--- src/rif_defines.svh ---
`ifndef RIF_DEFINES_SVH
`define RIF_DEFINES_SVH
// Contract
// - The lock flag at bit 4 is high while in synthesis, receive or transmit mode with the loop locked, else low.
// - The signal-level flag at bit 3 sets in receive when the level exceeds the threshold, clears on leaving receive or by a software write.
// - The read-only timeout flag at bit 2 sets when either receive timeout expires and clears on leaving receive or when the FIFO empties.
// - The read-only auto flag at bit 1 sets on entering the intermediate mode of an automatic sequence and clears on leaving it.
// - The sync flag at bit 0 sets once sync and, if filtering is on, address are seen, and clears on leaving receive or when the FIFO empties.
// - The sync flag is read-only in packet mode and write-one-to-clear in continuous mode.
// - The first timeout fires start value times sixteen bit periods after entering receive without a level event; zero disables it.
// - The second timeout fires its value times sixteen bit periods after the level event without payload done; zero disables it.

// register indices; the byte address is four times the index
`define RIF_IDX_FLAGS   6'h27
`define RIF_IDX_THR     6'h29
`define RIF_IDX_TMO1    6'h2a
`define RIF_IDX_TMO2    6'h2b
// control and interrupt indices are local to this block
`define RIF_IDX_CTRL    6'h3d
`define RIF_IDX_IRQ_ST  6'h3e
`define RIF_IDX_IRQ_MSK 6'h3f

// register byte addresses
`define RIF_ADDR_FLAGS   {`RIF_IDX_FLAGS, 2'h0}
`define RIF_ADDR_THR     {`RIF_IDX_THR, 2'h0}
`define RIF_ADDR_TMO1    {`RIF_IDX_TMO1, 2'h0}
`define RIF_ADDR_TMO2    {`RIF_IDX_TMO2, 2'h0}
`define RIF_ADDR_CTRL    {`RIF_IDX_CTRL, 2'h0}
`define RIF_ADDR_IRQ_ST  {`RIF_IDX_IRQ_ST, 2'h0}
`define RIF_ADDR_IRQ_MSK {`RIF_IDX_IRQ_MSK, 2'h0}

// flag bit positions
`define RIF_BIT_LOCK  4
`define RIF_BIT_RSSI  3
`define RIF_BIT_TMO   2
`define RIF_BIT_AUTO  1
`define RIF_BIT_SYNC  0

// control bit positions
`define RIF_CTRL_CONT    0
`define RIF_CTRL_ADDR_EN 1

// reset values
`define RIF_THR_RST  8'he4
`define RIF_TMO_RST  8'h00
`define RIF_CTRL_RST 2'h0

// timeout unit is sixteen bit periods
`define RIF_TMO_SHIFT 4

`define RIF_RESP_OKAY   2'h0
`define RIF_RESP_SLVERR 2'h2
`endif

--- src/rif_pkg.sv ---
package rif_pkg;
    typedef enum logic [2:0] {
        RIF_SLEEP,
        RIF_STBY,
        RIF_FS,
        RIF_RX,
        RIF_TX
    } rif_mode_type;

    typedef struct packed {
        logic [4:0]  flags;
        logic [4:0]  irq_st;
        logic [4:0]  irq_mask;
        logic [7:0]  thr;
        logic [7:0]  tmo1;
        logic [7:0]  tmo2;
        logic [1:0]  ctrl;
        logic        rssi_seen;
        logic        payload_seen;
        logic        irq;
        logic        aw_have;
        logic [7:0]  aw_addr;
        logic        w_have;
        logic [31:0] wdata;
        logic [3:0]  wstrb;
        logic        bvalid;
        logic [1:0]  bresp;
        logic        rvalid;
        logic [31:0] rdata;
        logic [1:0]  rresp;
    } rif_state_type;
endpackage : rif_pkg

--- src/rif_tmo_if.sv ---
interface rif_tmo_if #(
    parameter int VAL_W = 8
);
    logic             run;
    logic             clr;
    logic             tick;
    logic [VAL_W-1:0] value;
    logic             fire;

    modport ctl (output run, output clr, output tick, output value, input fire);
    modport tmr (input run, input clr, input tick, input value, output fire);
endinterface : rif_tmo_if

--- src/rif_timeout.sv ---
`include "rif_defines.svh"
module rif_timeout
    import rif_pkg::*;
#(
    parameter int VAL_W = 8
) (
    input  wire logic sys_clk_i,
    input  wire logic rst_i,
    rif_tmo_if.tmr    t
);
    localparam int CW = VAL_W + `RIF_TMO_SHIFT;

    typedef struct packed {
        logic [CW-1:0] cnt;
        logic          done;
        logic          fire;
    } rif_tmo_state_type;

    rif_tmo_state_type tmo_ff;
    rif_tmo_state_type nxt_tmo;
    logic [CW-1:0]     limit;

    if (VAL_W < 1 || VAL_W > 16) begin : g_chk
        $error("rif_timeout: VAL_W must be 1..16");
    end

    // value times sixteen bit periods; zero value never arms
    assign limit = CW'(t.value) << `RIF_TMO_SHIFT;
    assign t.fire = tmo_ff.fire;

    // count bit ticks while running, fire once then hold
    always_comb begin
        nxt_tmo = tmo_ff;
        nxt_tmo.fire = 1'b0;
        if (t.clr) begin
            nxt_tmo.cnt = '0;
            nxt_tmo.done = 1'b0;
        end else if (t.run && t.tick && !tmo_ff.done && (t.value != '0)) begin
            nxt_tmo.cnt = CW'(tmo_ff.cnt + 1'b1);
            if (CW'(tmo_ff.cnt + 1'b1) == limit) begin
                nxt_tmo.done = 1'b1;
                nxt_tmo.fire = 1'b1;
            end
        end
    end

    always_ff @(posedge sys_clk_i) begin
        if (rst_i) begin
            tmo_ff <= '0;
        end else begin
            tmo_ff <= nxt_tmo;
        end
    end
endmodule : rif_timeout

--- src/rif_flags.sv ---
`include "rif_defines.svh"
module rif_flags
    import rif_pkg::*;
(
    input  wire logic         sys_clk_i,
    input  wire logic         rst_i,
    // axi4-lite slave
    input  wire logic [7:0]   s_axi_awaddr_i,
    input  wire logic         s_axi_awvalid_i,
    output logic              s_axi_awready_o,
    input  wire logic [31:0]  s_axi_wdata_i,
    input  wire logic [3:0]   s_axi_wstrb_i,
    input  wire logic         s_axi_wvalid_i,
    output logic              s_axi_wready_o,
    output logic [1:0]        s_axi_bresp_o,
    output logic              s_axi_bvalid_o,
    input  wire logic         s_axi_bready_i,
    input  wire logic [7:0]   s_axi_araddr_i,
    input  wire logic         s_axi_arvalid_i,
    output logic              s_axi_arready_o,
    output logic [31:0]       s_axi_rdata_o,
    output logic [1:0]        s_axi_rresp_o,
    output logic              s_axi_rvalid_o,
    input  wire logic         s_axi_rready_i,
    // radio core status, same clock
    input  wire rif_mode_type mode_i,
    input  wire logic         synth_lock_i,
    input  wire logic [7:0]   measured_signal_level_i,
    input  wire logic         sync_detect_i,
    input  wire logic         addr_detect_i,
    input  wire logic         payload_done_flag_i,
    input  wire logic         fifo_empty_i,
    input  wire logic         bit_tick_i,
    input  wire logic         intermediate_mode_i,
    // results
    output logic [7:0]        irq_flags_first_o,
    output logic              irq_o
);
    rif_state_type cur_ff;
    rif_state_type nxt_st;
    logic          rx;
    logic          wr_go;
    logic [4:0]    flag_clr;
    logic [4:0]    st_clr;
    logic          rssi_hit;
    logic          sync_hit;
    logic [4:0]    ev;

    rif_tmo_if #(.VAL_W(8)) tmo_start ();
    rif_tmo_if #(.VAL_W(8)) tmo_level ();

    ////////////////////////////////////////////////////////////////////////////////
    // receive timeouts

    // first timer restarts on every rx entry, stops at the level event
    assign tmo_start.run   = rx && !cur_ff.rssi_seen;
    assign tmo_start.clr   = !rx;
    assign tmo_start.tick  = bit_tick_i;
    assign tmo_start.value = cur_ff.tmo1;
    // second timer runs from the level event until payload done
    assign tmo_level.run   = cur_ff.rssi_seen && !cur_ff.payload_seen;
    assign tmo_level.clr   = !rx;
    assign tmo_level.tick  = bit_tick_i;
    assign tmo_level.value = cur_ff.tmo2;

    rif_timeout #(.VAL_W(8)) u_tmo_start (
        .sys_clk_i (sys_clk_i),
        .rst_i     (rst_i),
        .t         (tmo_start.tmr)
    );

    rif_timeout #(.VAL_W(8)) u_tmo_level (
        .sys_clk_i (sys_clk_i),
        .rst_i     (rst_i),
        .t         (tmo_level.tmr)
    );

    ////////////////////////////////////////////////////////////////////////////////
    // bus handshakes and outputs

    assign s_axi_awready_o   = !cur_ff.aw_have;
    assign s_axi_wready_o    = !cur_ff.w_have;
    assign s_axi_arready_o   = !cur_ff.rvalid;
    assign s_axi_bvalid_o    = cur_ff.bvalid;
    assign s_axi_bresp_o     = cur_ff.bresp;
    assign s_axi_rvalid_o    = cur_ff.rvalid;
    assign s_axi_rdata_o     = cur_ff.rdata;
    assign s_axi_rresp_o     = cur_ff.rresp;
    assign irq_flags_first_o = 8'(cur_ff.flags); // upper bits belong elsewhere, read zero
    assign irq_o             = cur_ff.irq;

    ////////////////////////////////////////////////////////////////////////////////
    // next state

    always_comb begin
        nxt_st   = cur_ff;
        rx       = (mode_i == RIF_RX);
        // write only when both halves are held and no response is pending
        wr_go    = cur_ff.aw_have && cur_ff.w_have && !cur_ff.bvalid;
        flag_clr = '0;
        st_clr   = '0;

        // address and data channels, taken in either order
        if (s_axi_awvalid_i && !cur_ff.aw_have) begin
            nxt_st.aw_have = 1'b1;
            nxt_st.aw_addr = s_axi_awaddr_i;
        end
        if (s_axi_wvalid_i && !cur_ff.w_have) begin
            nxt_st.w_have = 1'b1;
            nxt_st.wdata  = s_axi_wdata_i;
            nxt_st.wstrb  = s_axi_wstrb_i;
        end
        if (cur_ff.bvalid && s_axi_bready_i) begin
            nxt_st.bvalid = 1'b0;
        end

        // register writes; all fields sit in byte lane zero
        if (wr_go) begin
            nxt_st.aw_have = 1'b0;
            nxt_st.w_have  = 1'b0;
            nxt_st.bvalid  = 1'b1;
            nxt_st.bresp   = `RIF_RESP_OKAY;
            unique case (cur_ff.aw_addr)
                `RIF_ADDR_FLAGS: begin
                    if (cur_ff.wstrb[0]) flag_clr = cur_ff.wdata[4:0];
                end
                `RIF_ADDR_THR: begin
                    if (cur_ff.wstrb[0]) nxt_st.thr = cur_ff.wdata[7:0];
                end
                `RIF_ADDR_TMO1: begin
                    if (cur_ff.wstrb[0]) nxt_st.tmo1 = cur_ff.wdata[7:0];
                end
                `RIF_ADDR_TMO2: begin
                    if (cur_ff.wstrb[0]) nxt_st.tmo2 = cur_ff.wdata[7:0];
                end
                `RIF_ADDR_CTRL: begin
                    if (cur_ff.wstrb[0]) nxt_st.ctrl = cur_ff.wdata[1:0];
                end
                `RIF_ADDR_IRQ_ST: begin
                    if (cur_ff.wstrb[0]) st_clr = cur_ff.wdata[4:0];
                end
                `RIF_ADDR_IRQ_MSK: begin
                    if (cur_ff.wstrb[0]) nxt_st.irq_mask = cur_ff.wdata[4:0];
                end
                default: begin
                    nxt_st.bresp = `RIF_RESP_SLVERR;
                end
            endcase
        end

        // reads answer one cycle after the address is taken
        if (s_axi_arvalid_i && !cur_ff.rvalid) begin
            nxt_st.rvalid = 1'b1;
            nxt_st.rresp  = `RIF_RESP_OKAY;
            nxt_st.rdata  = '0;
            unique case (s_axi_araddr_i)
                `RIF_ADDR_FLAGS:   nxt_st.rdata = 32'(cur_ff.flags);
                `RIF_ADDR_THR:     nxt_st.rdata = 32'(cur_ff.thr);
                `RIF_ADDR_TMO1:    nxt_st.rdata = 32'(cur_ff.tmo1);
                `RIF_ADDR_TMO2:    nxt_st.rdata = 32'(cur_ff.tmo2);
                `RIF_ADDR_CTRL:    nxt_st.rdata = 32'(cur_ff.ctrl);
                `RIF_ADDR_IRQ_ST:  nxt_st.rdata = 32'(cur_ff.irq_st);
                `RIF_ADDR_IRQ_MSK: nxt_st.rdata = 32'(cur_ff.irq_mask);
                default:           nxt_st.rresp = `RIF_RESP_SLVERR;
            endcase
        end else if (cur_ff.rvalid && s_axi_rready_i) begin
            nxt_st.rvalid = 1'b0;
        end

        // lock follows the synthesizer only in active modes
        nxt_st.flags[`RIF_BIT_LOCK] = synth_lock_i
            && (mode_i == RIF_FS || mode_i == RIF_RX || mode_i == RIF_TX);

        // level flag: hardware set beats a software clear in the same cycle
        rssi_hit = rx && (measured_signal_level_i > cur_ff.thr);
        nxt_st.flags[`RIF_BIT_RSSI] = rssi_hit
            || (cur_ff.flags[`RIF_BIT_RSSI] && rx && !flag_clr[`RIF_BIT_RSSI]);

        // timer gating kept apart from the flag so software clears do not rearm
        nxt_st.rssi_seen    = rx && (cur_ff.rssi_seen || rssi_hit);
        nxt_st.payload_seen = rx && (cur_ff.payload_seen || payload_done_flag_i);

        // timeout flag ignores software writes; a fire landing as rx ends is
        // dropped so the flag never reads set outside rx
        nxt_st.flags[`RIF_BIT_TMO] = rx && (tmo_start.fire || tmo_level.fire
            || (cur_ff.flags[`RIF_BIT_TMO] && !fifo_empty_i));

        // sleep-mode lag lives in the sequencer that drives this level
        nxt_st.flags[`RIF_BIT_AUTO] = intermediate_mode_i;

        // sync flag, clearable by software only in continuous mode
        sync_hit = rx && sync_detect_i
            && (!cur_ff.ctrl[`RIF_CTRL_ADDR_EN] || addr_detect_i);
        nxt_st.flags[`RIF_BIT_SYNC] = sync_hit
            || (cur_ff.flags[`RIF_BIT_SYNC] && rx && !fifo_empty_i
                && !(cur_ff.ctrl[`RIF_CTRL_CONT] && flag_clr[`RIF_BIT_SYNC]));

        // rising flags latch into sticky status, set wins over clear
        ev            = nxt_st.flags & ~cur_ff.flags;
        nxt_st.irq_st = ev | (cur_ff.irq_st & ~st_clr);
        nxt_st.irq    = |(nxt_st.irq_st & nxt_st.irq_mask);
    end

    ////////////////////////////////////////////////////////////////////////////////
    // state register

    always_ff @(posedge sys_clk_i) begin
        if (rst_i) begin
            cur_ff      <= '0;
            cur_ff.thr  <= `RIF_THR_RST;
            cur_ff.tmo1 <= `RIF_TMO_RST;
            cur_ff.tmo2 <= `RIF_TMO_RST;
            cur_ff.ctrl <= `RIF_CTRL_RST;
        end else begin
            cur_ff <= nxt_st;
        end
    end
endmodule : rif_flags

--- config.mk ---
export PLATFORM = sky130hd
export DESIGN_NAME = rif_flags
export DESIGN_NICKNAME = d
export VERILOG_FILES = /design/src/rif_pkg.sv /design/src/rif_tmo_if.sv /design/src/rif_timeout.sv /design/src/rif_flags.sv
export VERILOG_INCLUDE_DIRS = /design/src
export SDC_FILE = /design/constraint.sdc
export NUM_CORES = 1
export LEC_CHECK = 0
export BUFFER_PORTS_ARGS = -buffer_cell sky130_fd_sc_hd__buf_2
export CORE_ASPECT_RATIO = 1.1
export CORE_MARGIN = 2
export CORE_UTILIZATION = 36
export CTS_CLUSTER_SIZE = 40
export DETAILED_ROUTE_END_ITERATION = 8
export GPL_TIMING_DRIVEN = 0
export PLACE_DENSITY = 0.66
export SLEW_MARGIN = 20
export SYNTH_ARGS = -nofsm -noshare
export SYNTH_HDL_FRONTEND = slang
export SYNTH_SLANG_ARGS = --single-unit
--- constraint.sdc ---
create_clock -name sys_clk_i -period 2.29 [get_ports sys_clk_i]
set_clock_uncertainty 0.05 [all_clocks]
set_input_delay 0.229 -clock sys_clk_i [delete_from_list [all_inputs] [get_ports sys_clk_i]]
set_output_delay 0.229 -clock sys_clk_i [all_outputs]
set_load 0.02 [all_outputs]
==> results of run 1 <==
==> power by group through the flow <==
stage               clock [mW]  combinational, mW  sequential [mW]
floorplan                    0              0.231             1.90
global placement             0              0.331             1.91
detailed placement           0              0.333             1.91
CTS                       1.65              0.336             1.87
global route              1.74              0.372             1.88
finish                    1.61              0.339             1.87
==> sequential cells by signal, summed over array words and instances, names as in the netlist <==
name / flops
tmo_level.value: 8
s_axi_bvalid_o: 1
s_axi_rvalid_o: 1
u_tmo_start.tmo_ff: 13
s_axi_bresp_o: 1
irq_flags_first_o: 5
u_tmo_level.tmo_ff: 13
tmo_start.value: 8
s_axi_rdata_o: 8
irq_o: 1
s_axi_rresp_o: 1
cur_ff: 41
u_tmo_level.t.fire: 1
u_tmo_start.t.fire: 1
==> routing by layer <==
metal,GRT usage,vias to the layer above,wire length [um]
met3,0.0437,19,814
met4,0.0549,0,231
met1,0.217,2118,6030
li1,-,2399,-
met5,0,-,0
met2,0.302,130,6790
==> cells by family after synthesis <==
logic type | after synthesis | synth area share
AOI/OAI and AO/OA | 99 | 0.118
xor gates and xnor gates | 45 | 0.0721
adders and majority gates | 10 | 0.0229
buffers and inverters | 91 | 0.0950
DFF | 103 | 0.377
muxes | 41 | 0.0751
other | 1 | 0.000686
and+or+nand+nor | 257 | 0.239
==> placed cells by master, fill, tap and decap left out, drive strengths merged, types with 6 or more instances in the layout <==
cell type,instances
a21oi,35
a22oi,16
buf,119
clkbuf,30
conb,29
dfxtp,103
ha,10
inv,24
mux2i,41
nand2,64
nand3,9
nand3b,6
nand4,9
nor2,96
nor2b,8
nor3,16
nor4,8
o21ai,14
o22ai,7
xnor2,27
xor2,18
==> layout make-up <==
type                            count  area share
Buffer                             70      0.0675
Clock buffer                       10      0.0366
Clock inverter                      6      0.0113
Inverter                           21      0.0121
Multi-Input combinational cell    481       0.464
Sequential cell                   103       0.316
Tap cell                          196      0.0376
Timing Repair Buffer               70      0.0545
==> how the worst min path moves through the flow <==
stage,end,slack (ps),cells past startpoint
after global routing,cur_ff[85]$_SDFF_PP0_,30,3
after detailed placement,s_axi_rvalid_o$_SDFFE_PP0P_,370,2
after global placement,s_axi_rvalid_o$_SDFFE_PP0P_,370,2
after floorplan,s_axi_rvalid_o$_SDFFE_PP0P_,280,1
final,cur_ff[85]$_SDFF_PP0_,40,3
after CTS,cur_ff[85]$_SDFF_PP0_,30,3
==> what timing repair did <==
item | CTS | global route
pin swaps | 0 | 1
hold endpoints to repair | 1 | 0
setup endpoints to repair | 2 | 23
gates resized for setup | 2 | 5
buffers inserted | 0 | 0
hold buffers | 1 | 0
==> per-stage QoR <==
stage	cells	setup slack [ps]	total power, mW
after floorplan	675	270	2.13
after global placement	940	-104	2.24
after detailed placement	940	-82.1	2.25
after CTS	957	52.6	3.86
after global routing	957	-32.0	3.99
final	957	169	3.82
==> Yosys cell counts (16+ instances only) <==
library cell / number / share of area
nand2_1: 64 / 0.044
xnor2_1: 27 / 0.043
clkbuf_1: 20 / 0.014
mux2i_1: 41 / 0.075
a22oi_1: 16 / 0.022
xor2_1: 18 / 0.029
buf_4: 46 / 0.063
nor3_1: 16 / 0.015
a21oi_1: 33 / 0.030
nor2_1: 95 / 0.065
inv_1: 21 / 0.014
dfxtp_1: 103 / 0.38
==> critical path: stages (launching register included) <==
cell and delay [ps]:
dfxtp_1 370, inv_1 80, ha_1 290, a21o_1 160, a21oi_1 140, nor2b_1 70, o31ai_2 540, o31ai_1 150
o2bb2ai_1 150
==> impl_metrics.env, run 1 <==
export IMPL_cts_inserted_buffers=9
export IMPL_worstPathRequired_ps=2470
export IMPL_crit_type="flip-flop to flip-flop"
export IMPL_die_area_um2=16200
export IMPL_ys_types=59
export IMPL_syn2layout_area_growth_pct=19.3
export IMPL_die_height_um=133
export IMPL_status="finished clean"
export IMPL_comb_power_share=0.089
export IMPL_setup_viol=0
export IMPL_hold_viol_final=0
export IMPL_whs_ps=40.7
export IMPL_hold_class="input pin to flip-flop"
export IMPL_vias=4666
export IMPL_clk_path_buf_depth=2
export IMPL_first_global_vias=4336
export IMPL_drtIter0Drc=265
export IMPL_grt_overflow_total=0
export IMPL_grt_usage=0.176
export IMPL_reg2reg_depth=8
export IMPL_root_buffer="clkbuf_16"
export IMPL_worstHoldStart="payload_done_flag_i"
export IMPL_ir_worst_vdd_uv=414
export IMPL_pin_count=127
export IMPL_final_util=0.437
export IMPL_grt_antenna_before_repair=0
export IMPL_cp_max_fo=3
export IMPL_synth_warnings=0
export IMPL_synthArstFlopShare=0
export IMPL_relSlewSlack=0.444
export IMPL_die_x_um=122
export IMPL_crit_reg2reg_launch="cur_ff[110]$_SDFFE_PP1P_"
export IMPL_cts_sinks=103
export IMPL_n_antenna_cell=0
export IMPL_gp_congestion=0.840
export IMPL_drv_cap=0
export IMPL_drv_slew=0
export IMPL_dp_hpwl_um=10700
export IMPL_p_leak_nw=2.57
export IMPL_path_clk_slew_ps=70
export IMPL_start_kind="flip-flop"
export IMPL_worstSetupEndpoint="irq_o$_SDFF_PP0_"
export IMPL_worstSetupEndpointType="flip-flop"
export IMPL_avgSynthCellArea_um2=8.45
export IMPL_p_int_mw=2.86
export IMPL_num_nets_final=843
export IMPL_worst_pin_slew_ps=832
export IMPL_cts_tree="built"
export IMPL_design_area_um2=6520
export IMPL_synth_flop_cell="dfxtp_1"
export IMPL_pwr_share_clk=0.421
export IMPL_numPortBuffers=69
export IMPL_finalCriticalPeriod_ps=2120
export IMPL_via_per_inst=4.88
export IMPL_switchingPower_mw=0.960
export IMPL_clk_latency_ps=360
export IMPL_cts_max_level=3
export IMPL_reg2reg_to="irq_o$_SDFF_PP0_"
export IMPL_syn_area_um2=5470
export IMPL_p_sw_frac=0.251
export IMPL_routedWlPerCell_um=14.5
export IMPL_drc=0
export IMPL_row_count=47
export IMPL_drt_total_wl_um=13900
export IMPL_p_per_area_nw_per_um2=586
export IMPL_seq_power_share=0.491
export IMPL_register_area_um2=2060
export IMPL_clock_fmax_ghz=0.471
export IMPL_startpoint="cur_ff[110]$_SDFFE_PP1P_"
export IMPL_synth_edf_count=0
export IMPL_placed_cell_area_um2=6160
export IMPL_grt_pass1_wl_um=22300
export IMPL_arrival_ps=2300
export IMPL_drive_gt1_frac=0.204
export IMPL_ys_ff_latch=103
export IMPL_multiInputGateArea_um2=3030
export IMPL_antenna_left=0
export IMPL_first_pass_iters=5
export IMPL_period_share=0.926
export IMPL_start_util=0.366
export IMPL_syn_instance_count=647
export IMPL_grt_max_degree=19
export IMPL_setup_tns_ps=0
export IMPL_ys_seq_area_frac=0.377
export IMPL_core_um2=14900
export IMPL_reg2reg_slack_ps=170
export IMPL_fill_cells=1547
No activity file was read; power rests on OpenSTA's default activity.
==> inputs of run 2 (changes only) <==
--- a/config.mk
+++ b/config.mk
@@ -8,8 +8,9 @@
 export LEC_CHECK = 0
 export BUFFER_PORTS_ARGS = -buffer_cell sky130_fd_sc_hd__buf_2
 export CORE_ASPECT_RATIO = 1.1
-export CORE_MARGIN = 2
+export CORE_MARGIN = 8
 export CORE_UTILIZATION = 36
+export CTS_BUF_LIST = sky130_fd_sc_hd__clkbuf_2
 export CTS_CLUSTER_SIZE = 40
 export DETAILED_ROUTE_END_ITERATION = 8
 export GPL_TIMING_DRIVEN = 0
==> run 2 against run 1 <==
Global-route usage decreased by 2.3 points; fmax down 1.8%; largest cell class unchanged; sequential share of layout area shrank 1.2 points; utilization rose by 1.8 points.
==> impl_metrics.env, run 2 (synthesis gave the netlist of run 1 again) <==
export IMPL_status="finished clean"
export IMPL_hold_viol_final=0
export IMPL_cp_max_fo=10
export IMPL_clk_latency_ps=650
export IMPL_crit_type="input pin to flip-flop"
export IMPL_drtIter0Drc=335
export IMPL_grt_overflow_total=0
export IMPL_final_util=0.454
export IMPL_grt_setup_unrepaired="true"
export IMPL_die_x_um=134
export IMPL_arrival_ps=2700
export IMPL_vias=4935
export IMPL_drv_cap=0
export IMPL_root_buffer="clkbuf_2"
export IMPL_fin_ws_ps=129
export IMPL_finalCriticalPeriod_ps=2160
export IMPL_drt_total_wl_um=14900
export IMPL_start_kind="input pin"
export IMPL_clk_path_buf_depth=2
export IMPL_row_count=47
export IMPL_grt_antenna_before_repair=0
export IMPL_startpoint="rst_i"
export IMPL_p_sw_frac=0.272
export IMPL_fill_cells=1505
export IMPL_gp_congestion=0.895
export IMPL_setup_viol=0
export IMPL_drc=0
export IMPL_post_cts_buffers=0
export IMPL_grt_usage=0.153
export IMPL_regMostFlops="cur_ff"
export IMPL_switchingPower_mw=0.891
export IMPL_first_pass_iters=5
export IMPL_n_antenna_cell=0
export IMPL_comb_power_share=0.122
export IMPL_die_area_um2=19400
export IMPL_seq_power_share=0.574
export IMPL_cts_max_level=3
export IMPL_hold_class="input pin to flip-flop"
export IMPL_crit_top_cell="clkbuf_1"
export IMPL_clock_fmax_ghz=0.463
export IMPL_cp_cell_sequence="dlygate4sd3_1, clkbuf_1, or2_2, clkbuf_1, clkbuf_1, a21oi_1, dlygate4sd3_1"
export IMPL_syn2layout_area_growth_pct=24.1
export IMPL_grt_pass1_wl_um=24100
export IMPL_via_per_inst=4.94
export IMPL_reg_top3="cur_ff: 41 flops, u_tmo_level.tmo_ff: 13 flops, u_tmo_start.tmo_ff: 13 flops"
export IMPL_period_share=0.944
export IMPL_worstHoldStart="measured_signal_level_i[7]"
export IMPL_pwr_share_clk=0.304
export IMPL_pre_cts_ws_ps=-76.5
export IMPL_slowest_delay_ps=580
export IMPL_whs_ps=70.1
export IMPL_grt_max_degree=18
export IMPL_largest_register_ffs=41
export IMPL_finalPower_mw=3.28
export IMPL_drive_gt1_frac=0.192
export IMPL_start_util=0.366
export IMPL_pin_count=127
export IMPL_routedWlPerCell_um=14.9
export IMPL_numPortBuffers=69
export IMPL_cts_inserted_buffers=9
export IMPL_cts_sinks=103
export IMPL_first_global_vias=4729
export IMPL_p_per_area_nw_per_um2=484
export IMPL_p_int_mw=2.39
export IMPL_dp_hpwl_um=11100
export IMPL_reg2reg_slack_ps=140
export IMPL_antenna_left=0
export IMPL_critPathSlowestCell="dlygate4sd3_1"
export IMPL_layout_common_cells="102 x dfxtp_1, 95 x nor2_1, 73 x buf_2"
export IMPL_die_height_um=145
export IMPL_ir_worst_vdd_uv=391
export IMPL_worstPathRequired_ps=2830
export IMPL_crit_reg2reg_launch="cur_ff[76]$_SDFFE_PP0P_"
export IMPL_p_leak_nw=2.70
export IMPL_num_nets_final=885
export IMPL_core_um2=14900
export IMPL_worstSetupEndpointType="flip-flop"
export IMPL_setup_tns_ps=0
export IMPL_cts_tree="built"
export IMPL_mostFrequentLayoutCell="dfxtp_1"
export IMPL_worst_pin_slew_ps=753
export IMPL_drv_slew=0
export IMPL_relSlewSlack=0.497
export IMPL_path_clk_slew_ps=300
-- run 2: cell types whose count changed in the layout (fill, tap and decap cells not counted), moves of 2 or more --
cell / before / now
clkbuf_2: 0 / 9
clkbuf_16: 9 / 0
dlygate4sd3_1: 1 / 43
clkinv_1: 0 / 2
clkinvlp_4: 2 / 0
-- run 2: critical path: cells and delay by family --
family / cells / cell delay (ps)
buffers and inverters: 5 / 2200
AND/OR/NAND/NOR: 1 / 190
AO/OA/AOI/OAI: 1 / 70
-- run 2: final timing paths --
| path | cells after the start | endpoint |
|---|---|---|
| hold reg to reg | 2 | cur_ff[86]$_SDFF_PP0_ |
| setup reg to reg | 6 | irq_flags_first_o[0]$_SDFF_PP0_ |
| hold / removal | 4 | irq_flags_first_o[3]$_SDFF_PP0_ |
| setup / recovery | 7 | irq_flags_first_o[0]$_SDFF_PP0_ |
-- run 2: stage by stage --
step,std cells,cell area [um^2]
CTS,999,6740
global placement,940,6160
floorplan,675,5570
finish,999,6780
global route,999,6780
detailed placement,940,6160
-- run 2: layer usage --
metal / up-vias / global-route usage / wire length [um]
li1: 2483 / - / -
met5: - / 0 / 0
met3: 27 / 0.0428 / 880
met4: 0 / 0.0444 / 299
met2: 146 / 0.259 / 7230
met1: 2279 / 0.184 / 6500
-- run 2: layout make-up --
class | count | area (um^2) | area share
Buffer | 70 | 440 | 0.0649
Clock buffer | 9 | 45.0 | 0.00664
Clock inverter | 7 | 93.8 | 0.0138
Inverter | 21 | 78.8 | 0.0116
Multi-Input combinational cell | 481 | 3040 | 0.448
Sequential cell | 103 | 2060 | 0.304
Tap cell | 196 | 245 | 0.0361
Timing Repair Buffer | 112 | 776 | 0.114
-- run 2: repair_timing --
action / in CTS / in global routing
hold buffers: 43 / 0
hold endpoints to repair: 36 / 0
gates resized for setup: 2 / 8
setup endpoints to repair: 2 / 16
-- run 2: power by group through the flow --
stage	sequential, mW	clock [mW]	combinational [mW]
2_1_floorplan	1.90	0	0.231
3_3_place_gp	1.91	0	0.331
3_5_place_dp	1.91	0	0.333
4_1_cts	1.88	1.03	0.392
5_1_grt	1.89	1.11	0.439
6_report	1.88	0.996	0.401
==> inputs of run 3 (changes only) <==
--- a/config.mk
+++ b/config.mk
@@ -11,9 +11,11 @@
 export CORE_MARGIN = 8
 export CORE_UTILIZATION = 36
 export CTS_BUF_LIST = sky130_fd_sc_hd__clkbuf_2
+export CTS_CLUSTER_DIAMETER = 40
 export CTS_CLUSTER_SIZE = 40
 export DETAILED_ROUTE_END_ITERATION = 8
 export GPL_TIMING_DRIVEN = 0
+export MAX_ROUTING_LAYER = met4
 export PLACE_DENSITY = 0.66
 export SLEW_MARGIN = 20
 export SYNTH_ARGS = -nofsm -noshare
==> constraint.sdc (replaced) <==
create_clock -name sys_clk_i -period 2.6 [get_ports sys_clk_i]
set_clock_uncertainty 0.05 [all_clocks]
set_input_delay 0.26 -clock sys_clk_i [delete_from_list [all_inputs] [get_ports sys_clk_i]]
set_output_delay 0.26 -clock sys_clk_i [all_outputs]
set_load 0.02 [all_outputs]
==> run 3 against run 2 <==
Clock power is 12% lower; cell count stayed put; sequential power is 12% lower; power is 12% lower; sequential share of layout area is 0.19 points higher; global-route usage is 0.42 points higher; critical path depth is 1 lower; register-to-register slack better by 130 ps; utilization is 0.31 points lower; design area is 0.68% lower; flip-flop and latch count stayed put.
==> impl_metrics.env, run 3 (synthesis gave the netlist of run 1 again) <==
export IMPL_start_util=0.366
export IMPL_die_height_um=145
export IMPL_syn2layout_area_growth_pct=23.2
export IMPL_setup_viol=0
export IMPL_via_per_inst=4.89
export IMPL_clk_latency_ps=650
export IMPL_p_leak_nw=2.69
export IMPL_multiInputGateArea_um2=3000
export IMPL_grt_pass1_wl_um=24100
export IMPL_busiest_layer="met2"
export IMPL_pre_cts_ws_ps=233
export IMPL_use_met1=0.187
export IMPL_drv_slew=0
export IMPL_antenna_left=0
export IMPL_mostFrequentLayoutCell="dfxtp_1"
export IMPL_relSlewSlack=0.493
export IMPL_gp_congestion=0.911
export IMPL_drt_total_wl_um=14800
export IMPL_start_kind="flip-flop"
export IMPL_hold_path_end="irq_flags_first_o[3]$_SDFF_PP0_"
export IMPL_drc=0
export IMPL_fill_cells=1514
export IMPL_grt_setup_unrepaired="false"
export IMPL_reg_top3="cur_ff: 41 flops, u_tmo_level.tmo_ff: 13 flops, u_tmo_start.tmo_ff: 13 flops"
export IMPL_largest_register_ffs=41
export IMPL_reg2reg_slack_ps=270
export IMPL_grt_usage=0.157
export IMPL_clk_path_buf_depth=2
export IMPL_crit_type="flip-flop to flip-flop"
export IMPL_drv_cap=0
export IMPL_reg2reg_to="irq_o$_SDFF_PP0_"
export IMPL_regMostFlops="cur_ff"
export IMPL_reg2reg_depth=6
export IMPL_drive_gt1_frac=0.183
export IMPL_crit_reg2reg_launch="cur_ff[78]$_SDFFE_PP0P_"
export IMPL_period_share=0.894
export IMPL_num_nets_final=885
export IMPL_final_util=0.451
export IMPL_drtIter0Drc=379
export IMPL_die_x_um=134
export IMPL_cp_max_fo=5
export IMPL_cts_tree="built"
export IMPL_status="finished clean"
export IMPL_first_global_vias=4727
export IMPL_register_area_um2=2060
export IMPL_whs_path_depth=4
export IMPL_worstSetupEndpointType="flip-flop"
export IMPL_hold_viol_final=0
export IMPL_use_met2=0.259
export IMPL_root_buffer="clkbuf_2"
export IMPL_path_clk_slew_ps=310
export IMPL_use_met3=0.0376
export IMPL_grt_antenna_before_repair=0
export IMPL_layout_common_cells="103 x dfxtp_1, 95 x nor2_1, 73 x buf_2"
export IMPL_vias=4884
export IMPL_arrival_ps=2800
export IMPL_numPortBuffers=69
export IMPL_fin_ws_ps=275
export IMPL_pin_count=127
export IMPL_worstPathRequired_ps=3070
export IMPL_p_per_area_nw_per_um2=428
export IMPL_dp_hpwl_um=11100
export IMPL_row_count=47
export IMPL_first_pass_iters=5
export IMPL_worstHoldStart="measured_signal_level_i[7]"
export IMPL_routedWlPerCell_um=14.8
export IMPL_hold_class="input pin to flip-flop"
export IMPL_setup_tns_ps=0
export IMPL_grt_max_degree=18
export IMPL_ir_worst_vdd_uv=346
export IMPL_die_area_um2=19400
export IMPL_worst_pin_slew_ps=759
export IMPL_cts_inserted_buffers=9
export IMPL_clock_fmax_ghz=0.430
export IMPL_grt_overflow_total=0
export IMPL_core_um2=14900
export IMPL_n_antenna_cell=0
export IMPL_finalCriticalPeriod_ps=2330
export IMPL_cts_sinks=103
export IMPL_cts_max_level=3
run 3: power breakdown:
part | leakage [nW] | switching, mW | internal [mW] | total (mW)
registers | 0.835 | 0.0409 | 1.62 | 1.66
clock network | 0.0820 | 0.554 | 0.321 | 0.875
logic | 1.78 | 0.185 | 0.164 | 0.349
run 3: worst max-delay path by stage:
stage,startpoint,endpoint
after floorplan,s_axi_bvalid_o$_SDFFE_PP0P_,irq_o$_SDFF_PP0_
after global placement,cur_ff[110]$_SDFFE_PP1P_,irq_o$_SDFF_PP0_
after detailed placement,cur_ff[110]$_SDFFE_PP1P_,cur_ff[121]$_SDFF_PP0_
after CTS,cur_ff[110]$_SDFFE_PP1P_,cur_ff[121]$_SDFF_PP0_
after global routing,cur_ff[78]$_SDFFE_PP0P_,irq_o$_SDFF_PP0_
final,cur_ff[78]$_SDFFE_PP0P_,irq_o$_SDFF_PP0_
run 3: cell type report:
cell class              count  share of cell area
flip-flops and latches    103               0.306
clock inverters             7              0.0139
plain buffers              70              0.0654
inverters                  21              0.0117
clock buffers               9             0.00669
repair buffers            112               0.115
well taps                 196              0.0364
multi-input cells         481               0.445
run 3: critical path: stages (launching register included):
cell       delay (ps)
dfxtp_1           450
nor4b_1           400
or4b_1            610
a211oi_1          380
o22ai_1           140
nor2_1            130
o2bb2ai_1          80
run 3: repair_timing:
action,CTS,global route
buffers inserted,0,0
hold endpoints to repair,34,0
resized for setup,0,1
hold buffers,43,0
endpoints found under the setup margin,0,1
run 3: layer usage:
layer / vias to the layer above / part of all wire
li1: 2489 / -
met1: 2225 / 0.44
met2: 147 / 0.49
met3: 23 / 0.060
met4: 0 / 0.018
met5: - / 0
run 3: stage by stage:
step | hold slack (ps) | cells | total power [mW] | cell area (um^2)
final | 93.1 | 999 | 2.88 | 6740
after global routing | 60.5 | 999 | 3.02 | 6740
after floorplan | 309 | 675 | 1.87 | 5570
after global placement | 381 | 940 | 1.97 | 6160
after detailed placement | 395 | 940 | 1.98 | 6160
after CTS | 63.1 | 999 | 2.91 | 6730
